**config.mk**
```make
export PLATFORM = sky130hd
export DESIGN_NAME = bsd_sinc3_filter_flat
export DESIGN_NICKNAME = d
export VERILOG_FILES = /design/src/bsd_pkg.sv /design/src/bsd_link_if.sv /design/src/bsd_sinc3_filter.sv /design/src/flat_wrapper.sv
export VERILOG_INCLUDE_DIRS = /design/src
export SDC_FILE = /design/constraint.sdc
export NUM_CORES = 1
export LEC_CHECK = 0
export BUFFER_PORTS_ARGS = -buffer_cell sky130_fd_sc_hd__buf_4
export CAP_MARGIN = 10
export CORE_MARGIN = 2
export CORE_UTILIZATION = 60
export CTS_BUF_LIST = sky130_fd_sc_hd__clkbuf_8
export DETAILED_ROUTE_END_ITERATION = 6
export PLACE_DENSITY = 0.78
export SYNTH_ARGS = -nofsm -noshare
export SYNTH_HDL_FRONTEND = slang
export SYNTH_SLANG_ARGS = --single-unit
export TNS_END_PERCENT = 1
```
**constraint.sdc**
```tcl
create_clock -name core_clk -period 10 [get_ports core_clk]
set_input_delay 1 -clock core_clk [delete_from_list [all_inputs] [get_ports core_clk]]
set_output_delay 1 -clock core_clk [all_outputs]
set_load 0.01 [all_outputs]
```
**src/bsd_map.svh**
```systemverilog
`ifndef BSD_MAP_SVH
`define BSD_MAP_SVH
// oversampling ratio (reference configuration)
`define BSD_OSR 256
// width of integrators, delay registers and output word
`define BSD_ACC_W 24
// width of the decimation counter
`define BSD_DEC_CNT_W 8
// core clock period in ns
`define BSD_CORE_PERIOD_NS 50
// modulator clock half period in core clocks (20 MHz core / 2 = 10 MHz link)
`define BSD_MCLK_HALF 1
// ones density thresholds in 1/1000 units
`define BSD_DENS_ZERO 500
`define BSD_DENS_POS_FS 781
`define BSD_DENS_NEG_FS 219
`define BSD_DENS_FULL 1000
// input scale in microvolts
`define BSD_LIN_UV 250000
`define BSD_CLIP_UV 320000
`endif

```
**src/bsd_pkg.sv**
```systemverilog
package bsd_pkg;
  `include "bsd_map.svh"
  typedef logic [`BSD_ACC_W-1:0]     bsd_acc_t;   // filter word
  typedef logic [`BSD_DEC_CNT_W-1:0] bsd_dcnt_t;  // decimation count
  typedef logic signed [19:0]        bsd_uv_t;    // input in microvolts
  typedef enum logic [1:0] {BSD_NEG_CLIP, BSD_LINEAR, BSD_POS_CLIP} bsd_range_e;
endpackage

```
**src/bsd_link_if.sv**
```systemverilog
`timescale 1ns/100ps
`default_nettype none
// link between modulator and filter
interface bsd_link_if;
  logic modulatorClockIn;  // modulator clock, made by the filter end
  logic bitstreamIn;       // one-bit density stream from the modulator
  modport modulator (input modulatorClockIn, output bitstreamIn);
  modport filter (output modulatorClockIn, input bitstreamIn);
endinterface
`default_nettype wire

```
**src/bsd_sinc3_filter.sv**
```systemverilog
`timescale 1ns/100ps
`default_nettype none
// Notes on behaviour
// - modulator gives one bit per clock, falling edge
// - link clock held between 5 and 22 MHz
// - zero input gives half ones
// - full linear input gives 78.1/21.9 percent
// - clipping input gives all ones or zeros
// - receiver low-pass filters and decimates stream
// - sinc3 built as integrators then differentiators
// - oversampling ratio 16 to 256, parameter; here fixed at 256 by the BSD_OSR macro and the 8-bit counter
// - reference: ratio 256, 16-bit words
// - word rate is link clock over ratio
// - output settled after three word periods
// - optional faster sinc2 times one-plus-delay; not built here, sinc3 only
// - count ones, integrate twice per link clock
// - strobe latches integrator, three differences follow
// - 24-bit unsigned wrap-around arithmetic
// - reset clears counter, integrators, delays
module bsd_sinc3_filter
  import bsd_pkg::*;
(
  input  wire logic       core_clk,        // system clock
  input  wire logic       arst_n,          // async reset, active low
  input  wire logic       clkEn,           // clock enable
  input  wire logic       filterReset_n,   // filter reset, active low
  output logic            decimationStrobe,// one-cycle word strobe
  output var bsd_acc_t    filterOutputWord,// 24-bit sinc3 word
  output logic [15:0]     outputWord16,    // top 16 bits of word
  output logic            wordSettled,     // three words since reset
  bsd_link_if.filter      link             // link side
);
  logic      mclk_reg;           // link clock, divided from core
  bsd_acc_t  onesCounter;        // running count of ones
  bsd_acc_t  firstIntegrator;    // first integrator
  bsd_acc_t  secondIntegrator;   // second integrator
  bsd_acc_t  latchedIntegrator;  // strobe-latched integrator
  bsd_acc_t  firstDiffDelay;     // previous latched sample
  bsd_acc_t  secondDiffDelay;    // previous first difference
  bsd_acc_t  thirdDiffDelay;     // previous second difference
  bsd_acc_t  firstDifference;    // first comb
  bsd_acc_t  secondDifference;   // second comb
  bsd_acc_t  thirdDifference;    // third comb
  bsd_dcnt_t decCnt_reg;         // decimation counter
  logic      strobe_reg;         // strobe pulse
  logic      strobeDone_reg;     // strobe taken by combs
  logic [1:0] settleCnt_reg;     // words since reset
  logic      rst_n;              // combined reset
  logic      mclkRise;           // link clock rising edge

  // timing of one link clock, in core cycles:
  //   edge with mclk_reg low: link clock rises, filter samples the bit
  //   edge with mclk_reg high: link clock falls, modulator moves the bit
  // so the bit has stood a whole core cycle when it is sampled
  // filter reset is asynchronous, but the link clock keeps running
  // through it, so the modulator end is never stalled by it
  // clock enable low freezes every register of this end
  // all sums wrap; the combs cancel the wrap of the integrators

  // either reset clears filter state; link clock follows arst_n only
  assign rst_n    = arst_n & filterReset_n;
  // the next core edge raises the link clock when it is low now
  assign mclkRise = ~mclk_reg;                // next edge is rising

  // link clock: core divided by two, 10 MHz
  // inside the allowed band, and free-running between words
  // so the modulator never sees a stopped clock
  always_ff @(posedge core_clk or negedge arst_n)
  begin
    if (!arst_n)
      mclk_reg <= 1'b0;
    else if (clkEn)
      mclk_reg <= ~mclk_reg;
  end
  assign link.modulatorClockIn = mclk_reg;

  // ones counter: running count of ones, cleared only by reset
  // the combs remove its growing offset, so its wrap is harmless
  always_ff @(posedge core_clk or negedge rst_n)
  begin
    if (!rst_n)
      onesCounter <= '0;
    else if (clkEn && mclkRise && link.bitstreamIn)
      onesCounter <= onesCounter + 24'h000001;
  end

  // first integrator: adds the ones counter once per link clock
  always_ff @(posedge core_clk or negedge rst_n)
  begin
    if (!rst_n)
      firstIntegrator <= '0;
    else if (clkEn && mclkRise)
      firstIntegrator <= firstIntegrator + onesCounter;
  end

  // second integrator: adds the first one's old value
  always_ff @(posedge core_clk or negedge rst_n)
  begin
    if (!rst_n)
      secondIntegrator <= '0;
    else if (clkEn && mclkRise)
      secondIntegrator <= secondIntegrator + firstIntegrator;
  end

  // decimation counter: counts link rising edges
  // its 8-bit width gives the wrap at the ratio for free
  always_ff @(posedge core_clk or negedge rst_n)
  begin
    if (!rst_n)
      decCnt_reg <= '0;
    else if (clkEn && mclkRise)
      decCnt_reg <= decCnt_reg + 8'h01;
  end

  // strobe: one core cycle, at the last link clock of each word
  always_ff @(posedge core_clk or negedge rst_n)
  begin
    if (!rst_n)
      strobe_reg <= 1'b0;
    else if (clkEn)
      strobe_reg <= mclkRise && (decCnt_reg == 8'(`BSD_OSR - 1));
  end
  assign decimationStrobe = strobe_reg;

  // comb differences, each against its own previous sample
  // unsigned wrap makes the differences exact despite integrator wrap
  assign firstDifference  = latchedIntegrator - firstDiffDelay;
  assign secondDifference = firstDifference - secondDiffDelay;
  assign thirdDifference  = secondDifference - thirdDiffDelay;

  // delay chain on strobe
  // every stage takes the old value of the one before it
  always_ff @(posedge core_clk or negedge rst_n)
  begin
    if (!rst_n)
    begin
      latchedIntegrator <= '0;
      firstDiffDelay    <= '0;  // previous latched sample
      secondDiffDelay   <= '0;  // previous first difference
      thirdDiffDelay    <= '0;  // previous second difference
    end
    else if (clkEn && strobe_reg)
    begin
      latchedIntegrator <= secondIntegrator;
      firstDiffDelay    <= latchedIntegrator;  // first comb delay
      secondDiffDelay   <= firstDifference;    // second comb delay
      thirdDiffDelay    <= secondDifference;   // third comb delay
    end
  end

  // marks the cycle after the delays have latched
  always_ff @(posedge core_clk or negedge rst_n)
  begin
    if (!rst_n)
      strobeDone_reg <= 1'b0;
    else if (clkEn)
      strobeDone_reg <= strobe_reg;
  end

  // full output word, held until the next word
  always_ff @(posedge core_clk or negedge rst_n)
  begin
    if (!rst_n)
      filterOutputWord <= '0;
    else if (clkEn && strobeDone_reg)
      filterOutputWord <= thirdDifference;
  end

  // short word: top 16 bits, full scale 256^3 = 2^24
  // an all-ones stream wraps the full word, and so this one, to zero
  always_ff @(posedge core_clk or negedge rst_n)
  begin
    if (!rst_n)
      outputWord16 <= 16'h0000;
    else if (clkEn && strobeDone_reg)
      outputWord16 <= thirdDifference[23:8];
  end

  // settle count: saturates at three words after any reset
  // users should ignore words while it is below three
  always_ff @(posedge core_clk or negedge rst_n)
  begin
    if (!rst_n)
      settleCnt_reg <= 2'h0;
    else if (clkEn && strobeDone_reg && settleCnt_reg != 2'h3)
      settleCnt_reg <= settleCnt_reg + 2'h1;
  end
  assign wordSettled = (settleCnt_reg == 2'h3);
endmodule
`default_nettype wire

```
**src/flat_wrapper.sv**
```systemverilog
// flat-port wrapper written by rule: the top's interface ports become plain ports
module bsd_sinc3_filter_flat import bsd_pkg::*;
  (core_clk, arst_n, clkEn, filterReset_n, decimationStrobe, filterOutputWord, outputWord16, wordSettled, link_modulatorClockIn, link_bitstreamIn);
  bsd_link_if link_i ();
  input  wire logic core_clk;
  input  wire logic arst_n;
  input  wire logic clkEn;
  input  wire logic filterReset_n;
  output logic decimationStrobe;
  output var bsd_acc_t filterOutputWord;
  output logic [15:0] outputWord16;
  output logic wordSettled;
  output wire logic [$bits(link_i.modulatorClockIn)-1:0] link_modulatorClockIn;
  input wire logic [$bits(link_i.bitstreamIn)-1:0] link_bitstreamIn;
  assign link_modulatorClockIn = link_i.modulatorClockIn;
  assign link_i.bitstreamIn = link_bitstreamIn;
  bsd_sinc3_filter u_core (.core_clk(core_clk), .arst_n(arst_n), .clkEn(clkEn), .filterReset_n(filterReset_n), .decimationStrobe(decimationStrobe), .filterOutputWord(filterOutputWord), .outputWord16(outputWord16), .wordSettled(wordSettled), .link(link_i));
endmodule
```
==> results.md, run 1 <==
- Die height: 153.3 um
- Syn nets: 1,551
- Vias in the first global route: 9,595
- Initial antenna violation count: 0
- CTS Buffer Depth: 3
- Register area share after synthesis: 38.34%
- Layout Skew: 0.01991 ns
- Crit path capture type: flop
- CP max FO: 6
- YS warnings: 0
- Slew Limit Fails: 0
- Crit path largest cell delay: 0.46 ns
- R2r worst-path depth: 26
- Vias per cell: 5.603
- Status: finished, final reports clean
- Final WL: 23,920 um
- Final-layout fill cell count: 1,767
- Slack of the critical path: 4.001 ns
- Hold/Removal Path Class: in2async
- Final #Nets: 1,596
- Core area: 21,890 um^2
- Initial Utilization: 61.13%
- Flop2flop setup slack: 4.00 ns
- Routed Antenna Nets: 0
- CTS tree: built
- Grt met1 use: 25.57%
- Clk_lat worst skew: 0.54 ns
- Cts bufs inserted: 37
- Final Hold Viols: 0
- Min Clock Period, post-route: 5.999 ns
- Post-synthesis instance total: 1,423
- Grt total ovfl: 0
- Slew headroom: 33.32%
- Antenna fix cells: 0
- Pin count of the biggest net entering global routing: 97
- Routing usage on met3: 3.346%
- Yosys reg bits: 205
- Via count: 9,928
- Final period util: 59.99%
- Die Width: 153.3 um
- Leak Pwr: 7.331 nW
- RSZ-0062 raised after global routing: no
- Post-synth EDFFs: 0
- Gr usage total: 20.57%
- Share of cells above drive strength 1: 13.47%
- Commonest non-fill, non-tap cell in the layout: dfrtp_1
- Routed len/inst: 13.50 um
- Critical Path AT: 6.43 ns
- Clk slew on worst S/H paths: 0.06 ns
- Worst vdd ir: 0.1733 mV
- Synthesized area per cell: 9.404 um^2
- WP data required: 10.43 ns
- GR peak layer: met2
- Async set-reset flop share out of synthesis: 100.0%
- DPL Wire Length: 17,490 um
- Unique masters post-synth: 62
- DR DRC count: 0
- Main synth FF type: dfrtp_1
- Synthesized area: 13,380 um^2
- Setup bufs post-CTS: 0
- Total of max-cap violations: 0
- Site Rows: 54
- Worst Setup Path Type: reg2reg
- DRT iter0 DRCs: 270
- Start of the worst register-to-register path: u_core.firstDiffDelay[0]
- Port buffer count: 47
- Reg2reg end: u_core.outputWord16[15]
- Area grow syn2layout: 9.350%
- Dpl ws: 4.060 ns
- Cell Pwr Density: 176.8 nW/um^2
- Drt pass-1 iters: 5
- Setup violations, final: 0
- Met2 Use GR: 36.20%
- Crit path launch type: flop
- Clock sink count: 205
- Die area: 23,510 um^2
- Most frequent cells in the layout: 205 x dfrtp_1, 139 x nand2_1, 125 x inv_1
- Ports: 48
- Worst Tran Pin Value: 1.000 ns
- Maximum operating frequency: 166.7 MHz
- Clk root buf: clkbuf_8
- Cts-stage hold buffer count: 0
- H-Tree Level Count: 2
- First-pass GRT wire length: 41,790 um
- Post-CTS resize count: 0
- GP Congestion: 0.9067
- Final setup TNS: 0 ns
- Slowest CP cell: fa_1
-- critical path: cells and delay by family (launching register included) --
| kind | cells | cell delay (ns) |
|---|---|---|
| XOR/XNOR | 3 | 0.52 |
| adder cells (fa/ha/maj) | 4 | 1.35 |
| multiplexers | 1 | 0.26 |
| flip-flops | 1 | 0.38 |
| AO/OA/AOI/OAI | 11 | 2.23 |
| AND/OR/NAND/NOR | 7 | 1.16 |
-- Yosys cell counts (4+ instances only) --
library cell	count	area [um^2]
dfrtp_1	205	5130
nand2_1	140	525.5
ha_1	118	1476
o21ai_0	116	580.6
inv_1	114	427.9
a21oi_1	93	465.5
mux2_2	85	957.2
xnor2_1	79	691.9
nor2_1	67	251.5
xor2_1	47	411.6
a21o_1	44	330.3
nand3_1	31	155.2
clkbuf_1	26	97.59
o21a_1	23	172.7
nand2b_1	22	137.6
and3_1	20	125.1
nor3_1	19	95.09
buf_4	16	120.1
a31oi_1	15	93.84
nand4_1	12	75.07
nor2b_1	12	75.07
o31ai_1	9	67.56
o21bai_1	8	60.06
or3_1	8	50.05
a211oi_1	7	52.55
o211ai_1	7	52.55
and2_1	6	37.54
buf_1	6	22.52
fa_1	5	100.1
nor4b_1	5	43.79
o21ai_1	5	25.02
a21boi_0	4	30.03
-- final cells by class --
class	count	area (um^2)	share of cell area (%)
Clock inverter	16	76.32	0.5216
Sequential cell	205	5130	35.06
Timing Repair Buffer	54	405.4	2.770
Tap cell	280	350.3	2.394
Inverter	114	427.9	2.924
Clock buffer	47	646.9	4.421
Multi-Input combinational cell	1056	7596	51.91
-- metal layers --
metal / share of wire, % / vias to the layer above
met1: 45 / 4618
met5: 0 / -
met3: 3.6 / 59
li1: - / 5098
met4: 2.8 / 0
met2: 48 / 153
-- where the power goes --
group	internal, mW	switching, mW
clock	0.422	0.341
combinational	0.332	0.422
sequential	0.951	0.119
total	1.71	0.882
-- metrics by stage --
step	instances	hold slack (ns)	instance area (um^2)	utilization (%)	total power, mW
6_report	1772	0.2344	14630	66.84	2.587
5_1_grt	1772	0.2165	14630	66.84	2.774
4_1_cts	1772	0.2093	14630	66.84	2.613
3_5_place_dp	1709	0.4611	13910	63.54	1.832
3_3_place_gp	1709	0.4603	13910	63.54	1.789
2_1_floorplan	1423	0.4413	13380	-	1.664
-- how the worst max path moves through the flow --
stage                           startpoint                      end  depth (start not counted)
6_report          u_core.firstDiffDelay[0]  u_core.outputWord16[15]                         26
5_1_grt        u_core.latchedIntegrator[0]  u_core.outputWord16[15]                         27
4_1_cts        u_core.latchedIntegrator[0]  u_core.outputWord16[15]                         27
3_5_place_dp      u_core.firstDiffDelay[0]  u_core.outputWord16[15]                         26
3_3_place_gp      u_core.firstDiffDelay[0]  u_core.outputWord16[15]                         26
2_1_floorplan                filterReset_n     u_core.decCnt_reg[0]                          1
-- cell families after synthesis --
logic type | Yosys count | share of synthesized area, %
compound gates | 366 | 16.89
flops | 205 | 38.34
mux | 86 | 7.228
simple gates | 354 | 12.36
buf+inv | 162 | 4.993
xor+xnor | 127 | 8.415
fa+ha+maj | 123 | 11.78
No activity file was read; power rests on OpenSTA's default activity.
==> run 2: changes to the inputs <==
- CORE_UTILIZATION: 60 -> 59
- PLACE_DENSITY: 0.78 -> 0.79
- clock period: 10 -> 5.1 ns (I/O delays scaled with it)
==> run 2 against run 1 <==
Against the previous run:
- sequential share of layout area shrank 2.5 points
- via count increased by 6.5%
- the flow now finishes with violations (negative setup slack)
- count of clock-buffer cells in the layout fell by 3
- total power is 95% higher
- critical endpoint unchanged
- fmax grew 12%
- first-iteration DRC count up 63%
==> results.md, run 2 (synthesis results as in run 1) <==
- Status: finished, violations left
- Failing checks: negative setup slack
- Maximum operating frequency: 185.9 MHz (+12%)
- Routed len/inst: 13.88 um (+2.8%)
- Cell Pwr Density: 320.6 nW/um^2 (+81%)
- Hold/Removal Path Class: in2async
- Slew headroom: 45.00% (+12 points)
- Final #Nets: 1,714 (+7.4%)
- Crit path launch type: flop
- Initial antenna violation count: 0 (unchanged)
- Final period util: 105.5% (+45 points)
- Util after Layout: 70.27% (+3.4 points)
- Slack of the critical path: -0.2790 ns (-4.280 ns)
- Final Hold Viols: 0 (unchanged)
- GP Congestion: 0.8914 (-1.7%)
- Crit path capture type: flop
- Clk root buf: clkbuf_8
- Final WL: 26,340 um (+10%)
- Port buffer count: 47 (unchanged)
- DP Cell Count: 1,814 (+6.1%)
- Antenna fix cells: 0 (unchanged)
- Critical Path AT: 5.79 ns (-0.64 ns)
- DPL Wire Length: 18,630 um (+6.5%)
- Flop2flop setup slack: -0.28 ns (-4.28 ns)
- Final Non-Filler Cells: 1,898 (+7.1%)
- Setup violations, final: 3 (+3)
- Drt pass-1 iters: 5 (unchanged)
- Most numerous cell on the critical path: buf_4
- CTS tree: built
- CTS Buffer Depth: 3 (unchanged)
- Vias in the first global route: 10,500 (+9.4%)
- Via count: 10,580 (+6.5%)
- DRT iter0 DRCs: 441 (+63%)
- Die Width: 154.6 um (+0.82%)
- Most frequent cells in the layout: 205 x dfrtp_1, 169 x buf_4, 139 x nand2_1
- Routed Antenna Nets: 0 (unchanged)
- RSZ-0062 raised after global routing: yes
- Grt total ovfl: 0 (unchanged)
- Area grow syn2layout: 17.81%
- Die area: 23,900 um^2 (+1.7%)
- Layout Skew: 0.01635 ns (-0.003554 ns)
- Final hold slack: 0.1396 ns (-0.09482 ns)
- First-pass GRT wire length: 45,240 um (+8.3%)
- Site Rows: 55 (+1.9%)
- Slowest CP cell: o211ai_1
- Slew Limit Fails: 0 (unchanged)
- Clock sink count: 205 (unchanged)
- Worst Tran Pin Value: 0.8250 ns (-0.1752 ns)
- Start of the worst register-to-register path: u_core.latchedIntegrator[0]
- WP data required: 5.51 ns (-4.92 ns)
- Core area: 22,430 um^2 (+2.5%)
- CP max FO: 4 (-2)
- Vias per cell: 5.572 (-0.54%)
- Clk slew on worst S/H paths: 0.06 ns (about the same)
- Worst Setup Path Type: reg2reg
- Cts bufs inserted: 38 (+2.7%)
- Dpl ws: -0.6664 ns (-4.726 ns)
- Gr usage total: 22.15% (+1.6 points)
- Pin count of the biggest net entering global routing: 153 (+58%)
- Ports: 48 (unchanged)
- Leak Pwr: 7.974 nW (+8.8%)
- Commonest non-fill, non-tap cell in the layout: dfrtp_1
- Worst vdd ir: 0.2735 mV (+58%)
- Initial Utilization: 59.65% (-1.5 points)
- Die height: 154.6 um (+0.82%)
- Final setup TNS: -0.5022 ns (-0.5022 ns)
- Share of cells above drive strength 1: 22.69% (+9.2 points)
- Reg2reg end: u_core.outputWord16[15]
- Min Clock Period, post-route: 5.379 ns (-0.6199 ns)
- R2r worst-path depth: 31 (+19%)
- H-Tree Level Count: 2 (unchanged)
- Total of max-cap violations: 0 (unchanged)
- DR DRC count: 0 (unchanged)
- Clk_lat worst skew: 0.54 ns (about the same)
- Crit path largest cell delay: 0.39 ns (-0.07 ns)
## run 2: changes by cell type in the layout (fill, tap and decap cells not counted), sizes merged
cell / previous run / this run
buf: 54 / 170
clkbuf: 47 / 44
clkinv: 3 / 6
clkinvlp: 0 / 1
dlygate4sd3: 0 / 1
inv: 127 / 130
## run 2: timing repair
item                                   4_1_cts  5_1_grt
gates cloned                                 0        0
hold buffers                                 1        0
buffers inserted                             9        7
pin swaps                                   33       34
resized for setup                           28       41
setup endpoints to repair                   13       14
endpoints found under the hold margin        1        0
## run 2: metal layers
| metal | vias up | GRT usage [%] | wire [um] |
|---|---|---|---|
| met2 | 217 | 39.67 | 13040 |
| met5 | - | 0 | 0 |
| met4 | 0 | 9.877 | 845 |
| met3 | 56 | 3.558 | 1071 |
| met1 | 4991 | 26.26 | 11380 |
| li1 | 5312 | - | - |
## run 2: critical path, delay by kind of cell (launching register included)
family	cells	cell delay (ns)
buf+inv	8	0.86
flops	1	0.37
simple gates	9	1.16
compound gates	7	1.37
mux	1	0.26
xor+xnor	2	0.26
fa+ha+maj	4	1.00
## run 2: report_power, final
| part | internal, mW | switching (mW) |
|---|---|---|
| logic | 0.663 | 0.840 |
| registers | 1.86 | 0.227 |
| clock network | 0.783 | 0.676 |
| total | 3.31 | 1.74 |
## run 2: how the worst max path moves through the flow
stage / from / to / slack (ns) / cells past startpoint
2_1_floorplan: u_core.firstDiffDelay[0] / u_core.outputWord16[15] / -0.20 / 26
3_3_place_gp: u_core.firstDiffDelay[0] / u_core.outputWord16[15] / -0.52 / 28
3_5_place_dp: u_core.firstDiffDelay[0] / u_core.outputWord16[15] / -0.67 / 28
4_1_cts: u_core.firstDiffDelay[0] / u_core.outputWord16[15] / -0.13 / 26
5_1_grt: u_core.latchedIntegrator[0] / u_core.outputWord16[15] / -0.54 / 31
6_report: u_core.latchedIntegrator[0] / u_core.outputWord16[15] / -0.28 / 31
## run 2: per-stage QoR
| step | cell area [um^2] | power [mW] |
|---|---|---|
| floorplan | 13380 | 3.263 |
| global placement | 14680 | 3.509 |
| detailed placement | 14680 | 3.609 |
| CTS | 15560 | 5.100 |
| global route | 15770 | 5.444 |
| finish | 15770 | 5.055 |
## run 2: area by class of cell
type | instances | area [um^2]
fill | 1695 | 6669
inverter | 114 | 427.9
clock buffer | 44 | 605.6
tap | 285 | 356.6
clock inverter | 23 | 97.59
timing repair buffer | 171 | 1299
sequential | 205 | 5130
multi-input combinational | 1056 | 7849
==> run 3: changes to the inputs <==
- CORE_ASPECT_RATIO: not set -> 0.8
==> run 3 against run 2 <==
Against the previous run:
- the flow still finishes with violations (negative setup slack)
- utilization rose by 0.75 points
- combinational power about the same
- setup slack lost 0.022 ns
- sequential power about the same
- flip-flop and latch count unchanged
- first-iteration DRC count grew 48%
- critical path type unchanged
- largest power group unchanged
==> results.md, run 3 (synthesis results as in run 1) <==
- Finished Cell Area: 15,890 um^2 (+0.81%)
- Clock sink count: 205 (unchanged)
- CTS tree: built
- Hold/Removal Path Class: in2async
- Slew headroom: 35.93% (-9.1 points)
- Share of cells above drive strength 1: 23.19% (+0.50 points)
- Final-layout fill cell count: 1,622 (-4.3%)
- Crit path capture type: flop
- Final #Nets: 1,723 (+0.53%)
- Area grow syn2layout: 18.77%
- Setup violations, final: 5 (+2)
- Core area: 22,380 um^2 (-0.25%)
- Die Width: 172.4 um (+11%)
- Maximum operating frequency: 185.1 MHz (-0.41%)
- Crit path launch type: flop
- Initial Utilization: 59.80% (+0.15 points)
- WP data required: 5.51 ns (about the same)
- Die area: 23,910 um^2 (about the same)
- DP Cell Count: 1,836 (+1.2%)
- CTS Buffer Depth: 3 (unchanged)
- Reg2reg end: u_core.outputWord16[15]
- Final WL: 28,860 um (+9.6%)
- Initial antenna violation count: 0 (unchanged)
- Worst Setup Path Type: reg2reg
- Slack of the critical path: -0.3012 ns (-0.02223 ns)
- Clk slew on worst S/H paths: 0.06 ns (about the same)
- Cell Pwr Density: 316.7 nW/um^2 (-1.2%)
- Final Hold Viols: 0 (unchanged)
- GP Congestion: 0.8545 (-4.1%)
- R2r worst-path depth: 25 (-19%)
- Min Clock Period, post-route: 5.401 ns (+0.02223 ns)
- Worst vdd ir: 0.3243 mV (+19%)
- Area of the multi-input gates: 7900 um^2 (+0.65%)
- Port buffer count: 47 (unchanged)
- Final period util: 105.9% (+0.44 points)
- Clk root buf: clkbuf_8
- Register area: 5130 um^2 (unchanged)
- DPL Wire Length: 19,320 um (+3.7%)
- CP max FO: 4 (unchanged)
- Start of the worst register-to-register path: u_core.latchedIntegrator[2]
- Slowest CP cell: o211ai_1
- Final setup TNS: -0.8039 ns (-0.3017 ns)
- Routed Antenna Nets: 0 (unchanged)
- Antenna fix cells: 0 (unchanged)
- Routed len/inst: 15.01 um (+8.2%)
- Gr usage total: 23.69% (+1.5 points)
- Dpl ws: -0.7074 ns (-0.04096 ns)
- Post-DP Area: 14,710 um^2 (+0.23%)
- Total of max-cap violations: 0 (unchanged)
- Vias in the first global route: 10,390 (-1.0%)
- Pin count of the biggest net entering global routing: 97 (-37%)
- Most frequent cells in the layout: 205 x dfrtp_1, 176 x buf_4, 137 x nand2_1
- Flop2flop setup slack: -0.30 ns (-0.02 ns)
- Layout Skew: 0.01959 ns (+0.003236 ns)
- Leak Pwr: 8.007 nW (+0.41%)
- H-Tree Level Count: 2 (unchanged)
- Status: finished, violations left
- Vias per cell: 5.561 (-0.20%)
- Crit path largest cell delay: 0.42 ns (+0.03 ns)
- First-pass GRT wire length: 47,370 um (+4.7%)
- Die height: 138.7 um (-10%)
- Clk_lat worst skew: 0.54 ns (about the same)
- Critical Path AT: 5.81 ns (+0.02 ns)
- Via count: 10,690 (+1.1%)
- Commonest non-fill, non-tap cell in the layout: dfrtp_1
- Ports: 48 (unchanged)
- Failing checks: negative setup slack
- DR DRC count: 0 (unchanged)
- Grt total ovfl: 0 (unchanged)
- Cts bufs inserted: 36 (-5.3%)
- Final Non-Filler Cells: 1,923 (+1.3%)
- Worst Tran Pin Value: 0.9487 ns (+0.1237 ns)
- Site Rows: 49 (-11%)
- RSZ-0062 raised after global routing: yes
- Slew Limit Fails: 0 (unchanged)
- DRT iter0 DRCs: 653 (+48%)
- Drt pass-1 iters: 7 (+2)
-- run 3: how the worst max path moves through the flow --
| stage | depth (start not counted) | slack [ns] | start | endpoint |
|---|---|---|---|---|
| global route | 25 | -0.59 | u_core.latchedIntegrator[2] | u_core.outputWord16[15] |
| detailed placement | 28 | -0.71 | u_core.firstDiffDelay[0] | u_core.outputWord16[15] |
| finish | 25 | -0.30 | u_core.latchedIntegrator[2] | u_core.outputWord16[15] |
| global placement | 28 | -0.61 | u_core.firstDiffDelay[0] | u_core.outputWord16[15] |
| CTS | 28 | -0.22 | u_core.latchedIntegrator[0] | u_core.outputWord16[15] |
| floorplan | 26 | -0.20 | u_core.firstDiffDelay[0] | u_core.outputWord16[15] |
-- run 3: per-stage QoR --
stage          util, %  hold slack, ns  power (mW)
6_report         71.02          0.2173       5.033
5_1_grt          71.02          0.2915       5.381
4_1_cts          69.54          0.2501       5.069
3_5_place_dp     65.75          0.3119       3.608
3_3_place_gp     65.75          0.3101       3.532
2_1_floorplan        -          0.2144       3.263
-- run 3: layer usage --
| metal | vias up | part of all wire (%) | GRT usage [%] |
|---|---|---|---|
| li1 | 5330 | - | - |
| met1 | 5126 | 47 | 33.51 |
| met2 | 185 | 47 | 37.54 |
| met3 | 53 | 4.0 | 3.967 |
| met4 | 0 | 1.9 | 6.988 |
| met5 | - | 0 | 0 |
-- run 3: where the power goes --
| group | internal [mW] | switching, mW | total, mW |
|---|---|---|---|
| clock | 0.745 | 0.680 | 1.42 |
| sequential | 1.86 | 0.214 | 2.08 |
| combinational | 0.668 | 0.862 | 1.53 |
| total | 3.28 | 1.76 | 5.03 |
-- run 3: final cells by class --
class	count	area share [%]
tap	306	2.409
sequential	205	32.28
clock buffer	42	3.637
timing repair buffer	182	8.786
multi-input combinational	1056	49.71
inverter	114	2.692
clock inverter	18	0.4881
-- run 3: what timing repair did --
item / 4_1_cts / 5_1_grt
resized for setup: 28 / 48
setup buffers: 12 / 14
hold endpoints to repair: 1 / 0
pin swaps: 35 / 49
endpoints found under the setup margin: 13 / 15
hold buffers: 1 / 0
-- run 3: critical path, delay by kind of cell (launching register included) --
kind	cells	cell delay, ns
AOI/OAI and AO/OA	7	1.59
and+or+nand+nor	7	1.13
adders and majority gates	3	0.93
buffers and inverters	4	0.53
xor gates and xnor gates	3	0.44
DFF	1	0.39
muxes	1	0.25
